**src/common/bdrs_pkg.sv**
```systemverilog
// Constants for the background debug register set: offsets, bit
// positions, command field codes, reset values and delay counts.
// Assumes an 8-bit parallel bus with 16-bit addresses.
package bdrs_pkg;
  // ----------------------------------------------------------------
  // Register offsets
  // ----------------------------------------------------------------
  localparam logic [15:0] BDRS_MAP_BASE  = 16'hff00;
  localparam logic [15:0] BDRS_A_CMD     = 16'hff00;
  localparam logic [15:0] BDRS_A_STATUS  = 16'hff01;
  localparam logic [15:0] BDRS_A_SHIFT_H = 16'hff02;
  localparam logic [15:0] BDRS_A_SHIFT_L = 16'hff03;
  localparam logic [15:0] BDRS_A_ADDR_H  = 16'hff04;
  localparam logic [15:0] BDRS_A_ADDR_L  = 16'hff05;
  localparam logic [15:0] BDRS_A_CCR     = 16'hff06;

  // ----------------------------------------------------------------
  // Status bit positions and reset values
  // ----------------------------------------------------------------
  localparam int BDRS_S_PERMIT = 7;
  localparam int BDRS_S_ACTIVE = 6;
  localparam int BDRS_S_TAG    = 5;
  localparam int BDRS_S_VALID  = 4;
  localparam int BDRS_S_TRACE  = 3;
  localparam int BDRS_S_CLKSEL = 2;
  localparam logic [7:0] BDRS_STATUS_RST = 8'h00;
  localparam logic [7:0] BDRS_CMD_RST    = 8'h00;

  // ----------------------------------------------------------------
  // Command bit positions and field codes
  // ----------------------------------------------------------------
  localparam int BDRS_C_HF    = 7;
  localparam int BDRS_C_DATA  = 6;
  localparam int BDRS_C_RD    = 5;
  localparam int BDRS_C_ENTER = 4;
  localparam int BDRS_C_WORD  = 3;
  localparam int BDRS_C_MAP   = 2;
  localparam logic [1:0] BDRS_FLOW_GO     = 2'h1;
  localparam logic [1:0] BDRS_FLOW_STEP   = 2'h2;
  localparam logic [1:0] BDRS_FLOW_TAG    = 2'h3;
  localparam logic [2:0] BDRS_TGT_NEXT    = 3'h2;
  localparam logic [2:0] BDRS_TGT_PC      = 3'h3;
  localparam logic [2:0] BDRS_TGT_D       = 3'h4;
  localparam logic [2:0] BDRS_TGT_X       = 3'h5;
  localparam logic [2:0] BDRS_TGT_Y       = 3'h6;
  localparam logic [2:0] BDRS_TGT_SP      = 3'h7;

  // ----------------------------------------------------------------
  // Delay counts in clock cycles; the idle limit counts debug clock ticks (E ticks when the E clock is selected)
  // ----------------------------------------------------------------
  localparam logic [2:0] BDRS_ACT_DELAY  = 3'h4;
  localparam logic [4:0] BDRS_TAG_DELAY  = 5'h10;
  localparam logic [9:0] BDRS_IDLE_LIMIT = 10'h200;
endpackage

```
**src/hw/bdrs_register_set.sv**
```systemverilog
// Background debug register set: status flags, command register with
// hardware and firmware decode, shifter, address and saved CCR.
// Assumes the serial engine and CPU share ref_clk and the parallel bus.
`timescale 1ns/100ps
module bdrs_register_set (
  input  wire logic        ref_clk,
  input  wire logic        reset,
  input  wire logic        clk_en,
  input  wire logic        mode_single_chip,
  input  wire logic        mode_periph,
  input  wire logic        debug_pin_in,
  input  wire logic        e_tick,
  input  wire logic        e_slower,
  input  wire logic        cmd_load,
  input  wire logic [7:0]  cmd_byte,
  input  wire logic        shift_done,
  input  wire logic [15:0] shift_data,
  input  wire logic        addr_load,
  input  wire logic [15:0] addr_data,
  input  wire logic        enter_req,
  input  wire logic [7:0]  user_ccr,
  input  wire logic [15:0] bus_addr,
  input  wire logic        bus_rd,
  input  wire logic        bus_wr,
  input  wire logic [7:0]  bus_wdata,
  output logic [7:0]       bus_rdata_q,
  output logic [7:0]       status_q,
  output logic [7:0]       cmd_q,
  output logic [15:0]      shifter_q,
  output logic [15:0]      address_q,
  output logic [7:0]       ccr_q,
  output logic             debug_map_q,
  output logic             tagging_on_q,
  output logic             clk_sel_q,
  output logic [9:0]       hw_dec_q,
  output logic [2:0]       fw_go_q,
  output logic [5:0]       fw_reg_q,
  output logic             x_inc_q
);
  import bdrs_pkg::*;

  // ----------------------------------------------------------------
  // Pin synchroniser and falling edge detect
  // ----------------------------------------------------------------
  logic pin_s1_q, pin_s2_q, pin_s3_q;
  wire  pin_fall = pin_s3_q & ~pin_s2_q;

  // Third stage only serves the edge detector
  always_ff @(posedge ref_clk) begin
    if (reset) begin
      pin_s1_q <= 1'b1;
      pin_s2_q <= 1'b1;
      pin_s3_q <= 1'b1;
    end else if (clk_en) begin
      pin_s1_q <= debug_pin_in;
      pin_s2_q <= pin_s1_q;
      pin_s3_q <= pin_s2_q;
    end
  end

  // ----------------------------------------------------------------
  // Bus decode
  // ----------------------------------------------------------------
  logic [2:0] act_cnt_q;
  logic [4:0] tag_cnt_q;
  logic [9:0] idle_q;
  wire active   = status_q[BDRS_S_ACTIVE];
  wire visible  = active | debug_map_q;
  wire hit_cmd  = (bus_addr == BDRS_A_CMD) & (visible | mode_periph);
  wire hit_st   = visible & (bus_addr == BDRS_A_STATUS);
  wire hit_sh   = visible & (bus_addr == BDRS_A_SHIFT_H);
  wire hit_sl   = visible & (bus_addr == BDRS_A_SHIFT_L);
  wire hit_ah   = visible & (bus_addr == BDRS_A_ADDR_H);
  wire hit_al   = visible & (bus_addr == BDRS_A_ADDR_L);
  wire hit_ccr  = visible & (bus_addr == BDRS_A_CCR);
  wire wr_st    = bus_wr & hit_st;
  wire wr_cmd   = bus_wr & hit_cmd;

  // Read mux; address register is read-only, unmapped reads give 0
  logic [7:0] rd_mux;
  always_comb begin
    if (hit_cmd)      rd_mux = cmd_q;
    else if (hit_st)  rd_mux = status_q;
    else if (hit_sh)  rd_mux = shifter_q[15:8];
    else if (hit_sl)  rd_mux = shifter_q[7:0];
    else if (hit_ah)  rd_mux = address_q[15:8];
    else if (hit_al)  rd_mux = address_q[7:0];
    else if (hit_ccr) rd_mux = ccr_q;
    else              rd_mux = 8'h00;
  end

  // ----------------------------------------------------------------
  // Command register and decode
  // ----------------------------------------------------------------
  // Serial loads are dropped while tagging owns the pin
  wire ser_load = cmd_load & ~tagging_on_q;
  wire dbg_tick = clk_sel_q ? e_tick : 1'b1;
  wire idle_out = (idle_q == BDRS_IDLE_LIMIT - 10'h001) & dbg_tick;
  logic [7:0] cmd_d;
  always_comb begin
    if (ser_load)      cmd_d = cmd_byte;
    else if (wr_cmd)   cmd_d = bus_wdata;
    else if (idle_out) cmd_d = BDRS_CMD_RST;
    else               cmd_d = cmd_q;
  end
  wire cmd_new  = ser_load | wr_cmd;
  wire hf_new   = cmd_d[BDRS_C_HF];
  wire hw_enter = ser_load & cmd_byte[BDRS_C_HF] & cmd_byte[BDRS_C_ENTER];
  wire fw_trace = cmd_new & ~hf_new & (cmd_d[4:3] == BDRS_FLOW_STEP);
  // Tag-and-resume raises the tag flag itself and starts the tagging delay
  wire fw_tag   = cmd_new & ~hf_new & (cmd_d[4:3] == BDRS_FLOW_TAG);

  // Idle counter restarts on every host falling edge
  always_ff @(posedge ref_clk) begin
    if (reset) begin
      idle_q <= 10'h000;
    end else if (clk_en) begin
      if (pin_fall | idle_out) begin
        idle_q <= 10'h000;
      end else if (dbg_tick) begin
        idle_q <= idle_q + 10'h001;
      end
    end
  end

  // Hardware view of the command byte
  logic [9:0] hw_dec_d;
  assign hw_dec_d = {cmd_d[BDRS_C_HF], cmd_d[BDRS_C_DATA], cmd_d[BDRS_C_RD],
                     cmd_d[BDRS_C_ENTER], cmd_d[BDRS_C_WORD], cmd_d[BDRS_C_MAP],
                     cmd_d[1:0] == 2'h0, hf_new & cmd_d[BDRS_C_RD],
                     hf_new & ~cmd_d[BDRS_C_RD], hf_new & cmd_d[BDRS_C_DATA]};
  // Firmware view: go, trace, tag-and-go; then one-hot register target
  logic [2:0] fw_go_d;
  logic [5:0] fw_reg_d;
  assign fw_go_d = hf_new ? 3'h0 :
                   {cmd_d[4:3] == BDRS_FLOW_TAG, cmd_d[4:3] == BDRS_FLOW_STEP,
                    cmd_d[4:3] == BDRS_FLOW_GO};
  assign fw_reg_d = hf_new ? 6'h00 :
                    {cmd_d[2:0] == BDRS_TGT_SP, cmd_d[2:0] == BDRS_TGT_Y,
                     cmd_d[2:0] == BDRS_TGT_X, cmd_d[2:0] == BDRS_TGT_D,
                     cmd_d[2:0] == BDRS_TGT_PC, cmd_d[2:0] == BDRS_TGT_NEXT};
  // Map select only applies to hardware reads and writes
  wire map_d = hf_new & cmd_d[BDRS_C_DATA] & cmd_d[BDRS_C_MAP];

  // Command register and decoded flags move together
  always_ff @(posedge ref_clk) begin
    if (reset) begin
      cmd_q       <= BDRS_CMD_RST;
      hw_dec_q    <= 10'h000;
      fw_go_q     <= 3'h0;
      fw_reg_q    <= 6'h00;
      debug_map_q <= 1'b0;
      x_inc_q     <= 1'b0;
    end else if (clk_en) begin
      cmd_q       <= cmd_d;
      hw_dec_q    <= hw_dec_d;
      fw_go_q     <= fw_go_d;
      fw_reg_q    <= fw_reg_d;
      debug_map_q <= map_d;
      x_inc_q     <= cmd_new & fw_reg_d[0];
    end
  end

  // ----------------------------------------------------------------
  // Status register
  // ----------------------------------------------------------------
  wire hf      = cmd_q[BDRS_C_HF];
  wire entry   = (enter_req | hw_enter) & status_q[BDRS_S_PERMIT] & ~active;
  wire act_clr = wr_st & ~hf & ~bus_wdata[BDRS_S_ACTIVE] & active;
  wire tag_wr  = (wr_st & bus_wdata[BDRS_S_TAG]) | fw_tag;
  logic [7:0] status_d;
  always_comb begin
    status_d = status_q;
    if (wr_st) begin
      status_d[BDRS_S_PERMIT] = bus_wdata[BDRS_S_PERMIT];
      status_d[BDRS_S_TAG]    = bus_wdata[BDRS_S_TAG];
      status_d[BDRS_S_VALID]  = bus_wdata[BDRS_S_VALID];
      status_d[BDRS_S_TRACE]  = bus_wdata[BDRS_S_TRACE];
      if (~hf & bus_wdata[BDRS_S_ACTIVE]) status_d[BDRS_S_ACTIVE] = 1'b1;
      if (hf) status_d[BDRS_S_CLKSEL] = bus_wdata[BDRS_S_CLKSEL];
    end
    if (act_cnt_q == 3'h1) status_d[BDRS_S_ACTIVE] = 1'b0;
    if (cmd_new) status_d[BDRS_S_VALID] = 1'b0;
    // Set events win over clears in the same cycle; entry's tag clear beats the tag-and-resume set
    if (shift_done) status_d[BDRS_S_VALID] = 1'b1;
    if (fw_tag) status_d[BDRS_S_TAG] = 1'b1;
    if (fw_trace) status_d[BDRS_S_TRACE] = 1'b1;
    if (entry) begin
      status_d[BDRS_S_ACTIVE] = 1'b1;
      status_d[BDRS_S_TAG]    = 1'b0;
    end
    status_d[1:0] = 2'h0;
  end

  // Delay counters; entry cancels both pending actions
  always_ff @(posedge ref_clk) begin
    if (reset) begin
      status_q     <= BDRS_STATUS_RST;
      act_cnt_q    <= 3'h0;
      tag_cnt_q    <= 5'h00;
      tagging_on_q <= 1'b0;
    end else if (clk_en) begin
      status_q <= status_d;
      if (entry) begin
        act_cnt_q <= 3'h0;
      end else if (act_clr) begin
        act_cnt_q <= BDRS_ACT_DELAY;
      end else if (act_cnt_q != 3'h0) begin
        act_cnt_q <= act_cnt_q - 3'h1;
      end
      if (entry | ~status_d[BDRS_S_TAG]) begin
        tag_cnt_q    <= 5'h00;
        tagging_on_q <= 1'b0;
      end else if (tag_wr) begin
        tag_cnt_q <= BDRS_TAG_DELAY;
      end else if (tag_cnt_q != 5'h00) begin
        tag_cnt_q <= tag_cnt_q - 5'h01;
        if (tag_cnt_q == 5'h01) tagging_on_q <= 1'b1;
      end
    end
  end

  // Effective debug clock select, one cycle behind the status bit
  always_ff @(posedge ref_clk) begin
    if (reset) begin
      clk_sel_q <= 1'b0;
    end else if (clk_en) begin
      // A slow E clock overrides the select bit
      clk_sel_q <= e_slower | status_q[BDRS_S_CLKSEL];
    end
  end

  // ----------------------------------------------------------------
  // Data registers and read port
  // ----------------------------------------------------------------
  // Shifter and ccr have no defined reset; they clear to 0 for X-safety
  always_ff @(posedge ref_clk) begin
    if (reset) begin
      shifter_q   <= 16'h0000;
      address_q   <= 16'h0000;
      ccr_q       <= 8'h00;
      bus_rdata_q <= 8'h00;
    end else if (clk_en) begin
      if (shift_done) begin
        shifter_q <= shift_data;
      end else if (bus_wr & hit_sh) begin
        shifter_q[15:8] <= bus_wdata;
      end else if (bus_wr & hit_sl) begin
        shifter_q[7:0] <= bus_wdata;
      end
      if (addr_load) address_q <= addr_data;
      if (entry) begin
        ccr_q <= user_ccr;
      end else if (bus_wr & hit_ccr) begin
        ccr_q <= bus_wdata;
      end
      if (bus_rd) bus_rdata_q <= rd_mux;
    end
  end

  // ----------------------------------------------------------------
  // Assertions
  // ----------------------------------------------------------------
  a_act_delay: assert property (@(posedge ref_clk) disable iff (reset || !clk_en)
    act_clr && !entry ##1 clk_en[*4] |-> status_q[BDRS_S_ACTIVE] ##1 !status_q[BDRS_S_ACTIVE])
    else $error("active flag did not drop four cycles after clear");
  a_entry_perm: assert property (@(posedge ref_clk) disable iff (reset || !clk_en)
    $rose(status_q[BDRS_S_ACTIVE]) |-> $past(status_q[BDRS_S_PERMIT]) || $past(wr_st))
    else $error("active mode entered without permit");
  a_tag_delay: assert property (@(posedge ref_clk) disable iff (reset || !clk_en)
    $rose(tagging_on_q) |-> $past(tag_cnt_q) == 5'h01)
    else $error("tagging started at wrong time");
  a_tag_block: assert property (@(posedge ref_clk) disable iff (reset || !clk_en)
    tagging_on_q && cmd_load && !wr_cmd && !idle_out |=> cmd_q == $past(cmd_q))
    else $error("command taken while tagging");
  a_valid_set: assert property (@(posedge ref_clk) disable iff (reset || !clk_en)
    shift_done |=> status_q[BDRS_S_VALID] && shifter_q == $past(shift_data))
    else $error("shifter valid not set");
  a_trace_set: assert property (@(posedge ref_clk) disable iff (reset || !clk_en)
    fw_trace |=> status_q[BDRS_S_TRACE] && fw_go_q[1])
    else $error("trace flag not set");
  a_clk_force: assert property (@(posedge ref_clk) disable iff (reset || !clk_en)
    e_slower |=> clk_sel_q)
    else $error("slow e clock not forced");
  a_idle_clear: assert property (@(posedge ref_clk) disable iff (reset || !clk_en)
    idle_out && !cmd_new |=> cmd_q == 8'h00 && idle_q == 10'h000)
    else $error("command not cleared after idle limit");
  a_low_bits: assert property (@(posedge ref_clk) disable iff (reset)
    status_q[1:0] == 2'h0)
    else $error("reserved status bits set");
  a_ccr_save: assert property (@(posedge ref_clk) disable iff (reset || !clk_en)
    entry |=> ccr_q == $past(user_ccr) && !status_q[BDRS_S_TAG])
    else $error("ccr not saved on entry");

  // Write gating, visibility, decode and read-only checks
  a_permit_gate: assert property (@(posedge ref_clk) disable iff (reset || !clk_en)
    enter_req && !status_q[BDRS_S_PERMIT] && !active && !wr_st |=> !status_q[BDRS_S_ACTIVE])
    else $error("active mode entered with permit clear");
  a_hide_regs: assert property (@(posedge ref_clk) disable iff (reset || !clk_en)
    bus_rd && !visible && !mode_periph |=> bus_rdata_q == 8'h00)
    else $error("debug register readable while unmapped");
  a_tag_set: assert property (@(posedge ref_clk) disable iff (reset || !clk_en)
    fw_tag && !entry |=> status_q[BDRS_S_TAG])
    else $error("tag flag not set by tag-and-resume");
  a_act_write: assert property (@(posedge ref_clk) disable iff (reset || !clk_en)
    wr_st && hf && !entry && act_cnt_q != 3'h1 |=> status_q[BDRS_S_ACTIVE] == $past(active))
    else $error("active flag written under hardware command");
  a_sel_write: assert property (@(posedge ref_clk) disable iff (reset || !clk_en)
    wr_st && !hf |=> status_q[BDRS_S_CLKSEL] == $past(status_q[BDRS_S_CLKSEL]))
    else $error("clock select written under firmware command");
  a_addr_ro: assert property (@(posedge ref_clk) disable iff (reset || !clk_en)
    !addr_load |=> address_q == $past(address_q))
    else $error("address register changed without hardware load");
  a_map_hw: assert property (@(posedge ref_clk) disable iff (reset || !clk_en)
    cmd_new && !hf_new |=> !debug_map_q)
    else $error("map select honoured for firmware command");
  a_x_next: assert property (@(posedge ref_clk) disable iff (reset || !clk_en)
    cmd_new && !hf_new && cmd_d[2:0] == BDRS_TGT_NEXT |=> x_inc_q)
    else $error("next-word command did not request x increment");
endmodule

```
**config.mk**
```make
export PLATFORM = sky130hd
export DESIGN_NAME = bdrs_register_set
export DESIGN_NICKNAME = d
export VERILOG_FILES = /design/src/common/bdrs_pkg.sv /design/src/hw/bdrs_register_set.sv
export SDC_FILE = /design/constraint.sdc
export NUM_CORES = 1
export LEC_CHECK = 0
export BUFFER_PORTS_ARGS = -buffer_cell sky130_fd_sc_hd__buf_2
export CORE_AREA = 2 2 104 106
export DETAILED_ROUTE_END_ITERATION = 6
export DIE_AREA = 0 0 106 108
export PLACE_DENSITY = 0.85
export SYNTH_ARGS = -nofsm -noshare
export SYNTH_HDL_FRONTEND = slang
export SYNTH_SLANG_ARGS = --single-unit
```
**constraint.sdc**
```tcl
create_clock -name ref_clk -period 4.8 [get_ports ref_clk]
set_clock_uncertainty 0.2 [all_clocks]
set_input_delay 0.96 -clock ref_clk [delete_from_list [all_inputs] [get_ports ref_clk]]
set_output_delay 0.96 -clock ref_clk [all_outputs]
set_load 0.02 [all_outputs]
```
==> results.yml, run 1 <==
run_status:
  outcome: "finished clean"
power_and_ir_drop:
  total_switching_power_uw: 537
  comb_power_share_pct: 17.1
  post-layout-total-power_mw: 1.86
  p_leak_nw: 2.74
  ir_worst_vdd_mv: 0.140
  swShare_pct: 28.8
  power.share.sequential_pct: 48.3
  power_frac_clock_pct: 34.6
  cell_internal_pwr_mw: 1.33
  power_per_cell_area_mw_per_mm2: 299
clock_network:
  cts.path.max_buffers: 2
  postCtsResizedCells: 0
  number_of_clock_buffers_inserted_by_tritoncts: 9
  insertion_delay_ps: 380
  clock_tree.htree_level_count: 3
  cts.hold.buffers_added: 0
  clkTransAtPathRegs_ps: 90
  clkSinkCount: 100
  root_buffer: "sky130_fd_sc_hd__clkbuf_8"
  cts_tree: "done"
  cts_setup_buffers: 0
setup_path:
  crit_buf_inv: 1
  cpLargestDelayFamily: "simple AND/OR/NAND/NOR gates"
  timing.setup.critical_path_class: "in2reg"
  critical_path_peak_fanout: 10
  cp_cell_sequence: "buf_2 > or4_1 > or4_1 > nor3_4 > o311ai_2 > a211oi_2 > a211oi_2 > a31o_1 > o41ai_2"
  cpPeakStageDelay_ps: 750
  worstPathArrival_ps: 4090
  endpoint_kind: "flop"
  critical-path-slowest-cell: "sky130_fd_sc_hd__or4_1"
  cp_data_required_time_ps: 4880
  crit_path_start_kind: "primary input"
drt:
  number_of_vias_per_cell: 5.71
  routed_wl_mm: 15.8
  remaining_drc_errors: 0
  antenna_violating_nets_post_route: 0
  vias: 5361
  drt_iter0_drc: 544
  drt-pass1-iter-count: 5
  wl_per_cell_um: 16.9
placement:
  dpl_cell_area_sq_mm: 0.00598
  detailed_place_hpwl_mm: 11.9
  routabilityCongestion: 0.984
  port-buffer-count: 169
logic_synthesis:
  avg_inst_size_synth_sq_um: 7.82
  post_synth_num_cell_types: 63
  syn_area_sq_mm: 0.00511
  ys.warnings.count: 0
  synth_enable_flop_cells: 0
  synth_ff_type: "sky130_fd_sc_hd__dfxtp_1"
  portion_of_the_post_synthesis_area_used_by_sequential_elements_pct: 39.2
  mapped_cells: 653
  ys_ff_latch: 100
  async_reset_ff_share_pct: 0
timing:
  rsz0062_at_grt: "false"
  worst_slew_pin_slew_ps: 953
  setup_violations: 0
  fin_setup_tns_ps: 0
  timing.slew.headroom_pct: 36.1
  finalHoldViolations: 0
  max_freq_ghz: 0.250
  post-route-period-util_pct: 83.4
  finalWorstPathRequiredPeriod_ps: 4000
  final-max-slew-violation-count: 0
floorplan:
  floorplan.io_pins: 173
  die_h_um: 108
  die_x_um: 106
  design.die.area_sq_mm: 0.0114
  floorplan.rows: 37
  initial_core_util_pct: 49.9
  core_region_area_sq_mm: 0.0102
global_routing:
  groute.layer.met1.usage_pct: 36.3
  grt_busiest_layer: "met2"
  globalRoute.totalOverflow: 0
  met3_usage_pct: 6.21
  grt_first_pass_wirelength_mm: 24.8
  grt_pass1_vias: 4794
  grtUsageMet2_pct: 45.6
  grt_use_total_pct: 27.8
  number_of_antenna_violations_at_the_first_check_in_global_routing: 0
  pin_count_of_the_biggest_net_entering_global_routing: 51
layout:
  signed_area_change_from_the_synthesized_netlist_to_the_final_layout_pct: 21.9
  diodes_inserted: 0
  finalNetCount: 891
  drive_gt1_share_pct: 26.3
  final_area_sq_mm: 0.00623
  post-route-util_pct: 60.9
flow_run:
  cap_viol_max_count: 0
worst_hold_path:
  min_path_type: "reg2reg"
[synthesized netlist by cell type (all sizes together) (9+ instances only)]
| library cell | number | area share, % |
|---|---|---|
| nand3 | 22 | 2.2 |
| a211oi | 27 | 4.2 |
| clkbuf | 30 | 2.2 |
| a31oi | 9 | 1.1 |
| dfxtp | 100 | 39 |
| nor2 | 85 | 6.4 |
| and2 | 10 | 1.2 |
| buf | 15 | 2.0 |
| mux2i | 19 | 3.7 |
| o21ai | 21 | 2.1 |
| nor2b | 13 | 1.6 |
| nand2 | 106 | 7.8 |
| nor3 | 15 | 1.7 |
| a21oi | 70 | 6.9 |
| inv | 11 | 0.81 |
[final timing paths]
| check | startpoint | to | slack (ps) | depth (start not counted) |
|---|---|---|---|---|
| max | bus_addr[5] | tag_cnt_q[4] | 800 | 9 |
| min | address_q[10] | address_q[10] | 270 | 2 |
| max reg2reg | status_q[6] | tag_cnt_q[4] | 1670 | 8 |
| min reg2reg | address_q[10] | address_q[10] | 270 | 2 |
[area by class of cell]
| class | instances | area (sq um) |
|---|---|---|
| clock buffer | 12 | 165 |
| clock inverter | 4 | 77.6 |
| fill | 933 | 4010 |
| tap | 136 | 170 |
| sequential | 100 | 2000 |
| timing repair buffer | 178 | 913 |
| multi-input combinational | 497 | 2850 |
| inverter | 12 | 45.0 |
[state kept, by name, summed over array words and instances (netlist names), 5 cells and up]
name / flops
fw_reg_q: 6
idle_q: 10
bus_rdata_q: 8
status_q: 6
address_q: 16
ccr_q: 8
cmd_q: 8
tag_cnt_q: 5
shifter_q: 16
[placed cells by master, fill, tap and decap left out, drive strengths merged, types with 4 or more instances in the layout]
cell type	n
nor3	15
a211oi	27
nor3b	4
o21ai	21
clkbuf	12
a22oi	7
dfxtp	100
inv	13
a31o	5
a221o	5
mux2i	19
nand3	22
nand2	106
ha	7
nor4	8
nor2	85
buf	178
and2	10
xor2	8
a21oi	70
a31oi	9
nor2b	13
or4	4
and3	6
[power groups by stage]
stage / logic, mW / clock network [mW] / registers (mW)
final: 0.318 / 0.645 / 0.900
after global routing: 0.347 / 0.688 / 0.904
after CTS: 0.315 / 0.646 / 0.899
after detailed placement: 0.313 / 0 / 0.918
after global placement: 0.304 / 0 / 0.917
after floorplan: 0.172 / 0 / 0.944
[through the flow]
stage / hold slack (ps) / setup slack (ps) / cells
3_5_place_dp: 253 / 439 / 923
3_3_place_gp: 253 / 468 / 923
2_1_floorplan: 241 / 936 / 654
4_1_cts: 272 / 814 / 939
5_1_grt: 295 / 570 / 939
6_report: 273 / 795 / 939
[logic make-up (layout without fill, tap and decap cells)]
family,Yosys count,count (layout),synth area share [%]
multiplexers,21,21,4.16
buffers and inverters,57,206,5.05
adder cells (fa/ha/maj),7,7,1.71
flip-flops,100,100,39.2
other,1,2,0.0734
XOR/XNOR,8,8,1.37
AO/OA/AOI/OAI,166,166,21.1
AND/OR/NAND/NOR,293,293,27.4
[metal layers]
layer,vias up,wire length [um]
met5,-,0
met4,0,427
met3,38,1420
met2,261,7410
met1,2450,6570
li1,2612,-
[worst register-to-register path, cell delays in order (launching register included)]
cell and delay [ps]:
sky130_fd_sc_hd__dfxtp_1 500, sky130_fd_sc_hd__nor3_1 120, sky130_fd_sc_hd__nor4_1 480, sky130_fd_sc_hd__nand3_1 370, sky130_fd_sc_hd__a31oi_1 410, sky130_fd_sc_hd__a211oi_2 130, sky130_fd_sc_hd__a211oi_2 440, sky130_fd_sc_hd__a31o_1 280
sky130_fd_sc_hd__o41ai_2 90
No activity file was read; power rests on OpenSTA's default activity.
==> inputs of run 2 (changes only) <==
- CORE_AREA: 2 2 104 106 -> 2 2 109 111
- DIE_AREA: 0 0 106 108 -> 0 0 111 113
- PLACE_DENSITY: 0.85 -> 0.82
- clock period: 4.8 -> 3.5 ns (I/O delays scaled with it)
==> run 2 against run 1 <==
  * Hold slack got worse by 4.4 ps
  * First-iteration DRC count fell by 5.9%
  * Critical path type unchanged
  * Global-route usage fell by 2.3 points
  * Critical endpoint is now act_cnt_q[1]
  * Power rose by 52%
  * Die area rose by 9.6%
  * Via count rose by 1.6%
==> results.yml, run 2 (synthesis gave the netlist of run 1 again) <==
power_and_ir_drop:
  ir_worst_vdd_mv: 0.227
  post-layout-total-power_mw: 2.83
  p_leak_nw: 2.92
  power_per_cell_area_mw_per_mm2: 432
global_routing:
  grt_first_pass_wirelength_mm: 25.6
  grt_pass1_vias: 5065
  globalRoute.totalOverflow: 0
  number_of_antenna_violations_at_the_first_check_in_global_routing: 0
  grt_use_total_pct: 25.4
  pin_count_of_the_biggest_net_entering_global_routing: 38
timing:
  setup_violations: 0
  worst_slew_pin_slew_ps: 977
  timing.slew.headroom_pct: 34.5
  finalHoldViolations: 0
  final-max-slew-violation-count: 0
  max_freq_ghz: 0.307
  post-route-period-util_pct: 93.1
  finalWorstPathRequiredPeriod_ps: 3260
  rsz0062_at_grt: "false"
drt:
  antenna_violating_nets_post_route: 0
  number_of_vias_per_cell: 5.60
  remaining_drc_errors: 0
  detailroute.wirelength.met3_mm: 1.50
  vias: 5447
  routed_wl_mm: 16.2
  drt_iter0_drc: 512
  met2_length_mm: 7.43
  wire_length_on_met1_mm: 6.73
  wl_per_cell_um: 16.7
  route.top_layer_used: "met4"
  drt-pass1-iter-count: 5
layout:
  seq_area_sq_mm: 0.00200
  multi_input_comb_area_sq_mm: 0.00287
  drive_gt1_share_pct: 28.8
  post-route-util_pct: 58.2
  finalNetCount: 917
  diodes_inserted: 0
  layout_top_registers: "address_q: 16 flops, shifter_q: 16 flops, idle_q: 10 flops"
  commonest_non_fill_non_tap_cell_in_the_layout: "sky130_fd_sc_hd__buf_2"
  layout.cells.most_common_list: "sky130_fd_sc_hd__buf_2, sky130_fd_sc_hd__nand2_1, sky130_fd_sc_hd__dfxtp_1"
  signed_area_change_from_the_synthesized_netlist_to_the_final_layout_pct: 28.4
  layout.filler_cells: 1046
  final_area_sq_mm: 0.00656
floorplan:
  core_region_area_sq_mm: 0.0113
  die_x_um: 111
  die_h_um: 113
  floorplan.rows: 39
  initial_core_util_pct: 45.3
  design.die.area_sq_mm: 0.0125
  floorplan.io_pins: 173
clock_network:
  clkSinkCount: 100
  root_buffer: "sky130_fd_sc_hd__clkbuf_16"
  postCtsResizedCells: 0
  cts_setup_buffers: 0
  clkTransAtPathRegs_ps: 70
  cts.hold.buffers_added: 0
  cts_tree: "done"
  cts.path.max_buffers: 2
  insertion_delay_ps: 350
  number_of_clock_buffers_inserted_by_tritoncts: 9
  clock_tree.htree_level_count: 3
setup_path:
  crit_path_start_kind: "primary input"
  critical_path_peak_fanout: 5
  endpoint_kind: "flop"
  cp_data_required_time_ps: 3540
  worstPathArrival_ps: 3290
  timing.setup.critical_path_class: "in2reg"
placement:
  port-buffer-count: 169
  dpl_cell_area_sq_mm: 0.00622
  detailed_place_hpwl_mm: 12.2
  routabilityCongestion: 0.940
run_status:
  outcome: "finished clean"
flow_run:
  cap_viol_max_count: 0
worst_hold_path:
  min_path_type: "reg2reg"
-- run 2: changes by cell type in the layout (fill, tap and decap cells not counted), sizes merged --
cell	previous run	this run
inv	13	12
bufinv	2	3
clkinv	1	3
clkbuf	12	10
buf	178	204
-- run 2: layer usage --
layer,GRT usage [%],up-vias
li1,-,2652
met1,33.0,2499
met2,41.0,250
met3,5.73,46
met4,10.8,0
met5,0,-
-- run 2: final timing paths --
check | start | end | slack (ps) | depth (start not counted)
hold reg to reg | fw_reg_q[0] | fw_reg_q[0] | 270 | 2
setup reg to reg | idle_q[0] | tag_cnt_q[2] | 690 | 10
hold / removal | fw_reg_q[0] | fw_reg_q[0] | 270 | 2
setup / recovery | bus_addr[5] | act_cnt_q[1] | 240 | 10
-- run 2: layout make-up --
type,instances,share of cell area (%)
flip-flops and latches,100,30.5
clock buffers,10,3.49
inverters,12,0.687
multi-input cells,497,43.8
clock inverters,6,1.70
well taps,143,2.73
repair buffers,204,17.1
-- run 2: stage by stage --
stage,hold WS (ps),setup WS [ps],TNS (ps),cells
floorplan,241,-48.7,-97.9,654
global placement,247,-34.5,-152,956
detailed placement,258,-68.0,-810,956
CTS,272,264,0,972
global route,290,85.0,0,972
finish,268,241,0,972
-- run 2: power by group --
part | internal [mW] | switching, mW | total [mW]
Clock | 0.702 | 0.438 | 1.14
Sequential | 1.19 | 0.0465 | 1.24
Combinational | 0.180 | 0.278 | 0.458
Total | 2.07 | 0.762 | 2.83
-- run 2: worst max-delay path: stages --
cell and delay [ps]:
sky130_fd_sc_hd__buf_2 100, sky130_fd_sc_hd__or4_4 520, sky130_fd_sc_hd__or4_4 590, sky130_fd_sc_hd__buf_4 190, sky130_fd_sc_hd__nor4b_4 280, sky130_fd_sc_hd__and2_1 180, sky130_fd_sc_hd__and4_1 280, sky130_fd_sc_hd__o21ai_0 150
sky130_fd_sc_hd__a22oi_1 240, sky130_fd_sc_hd__nor2_1 60
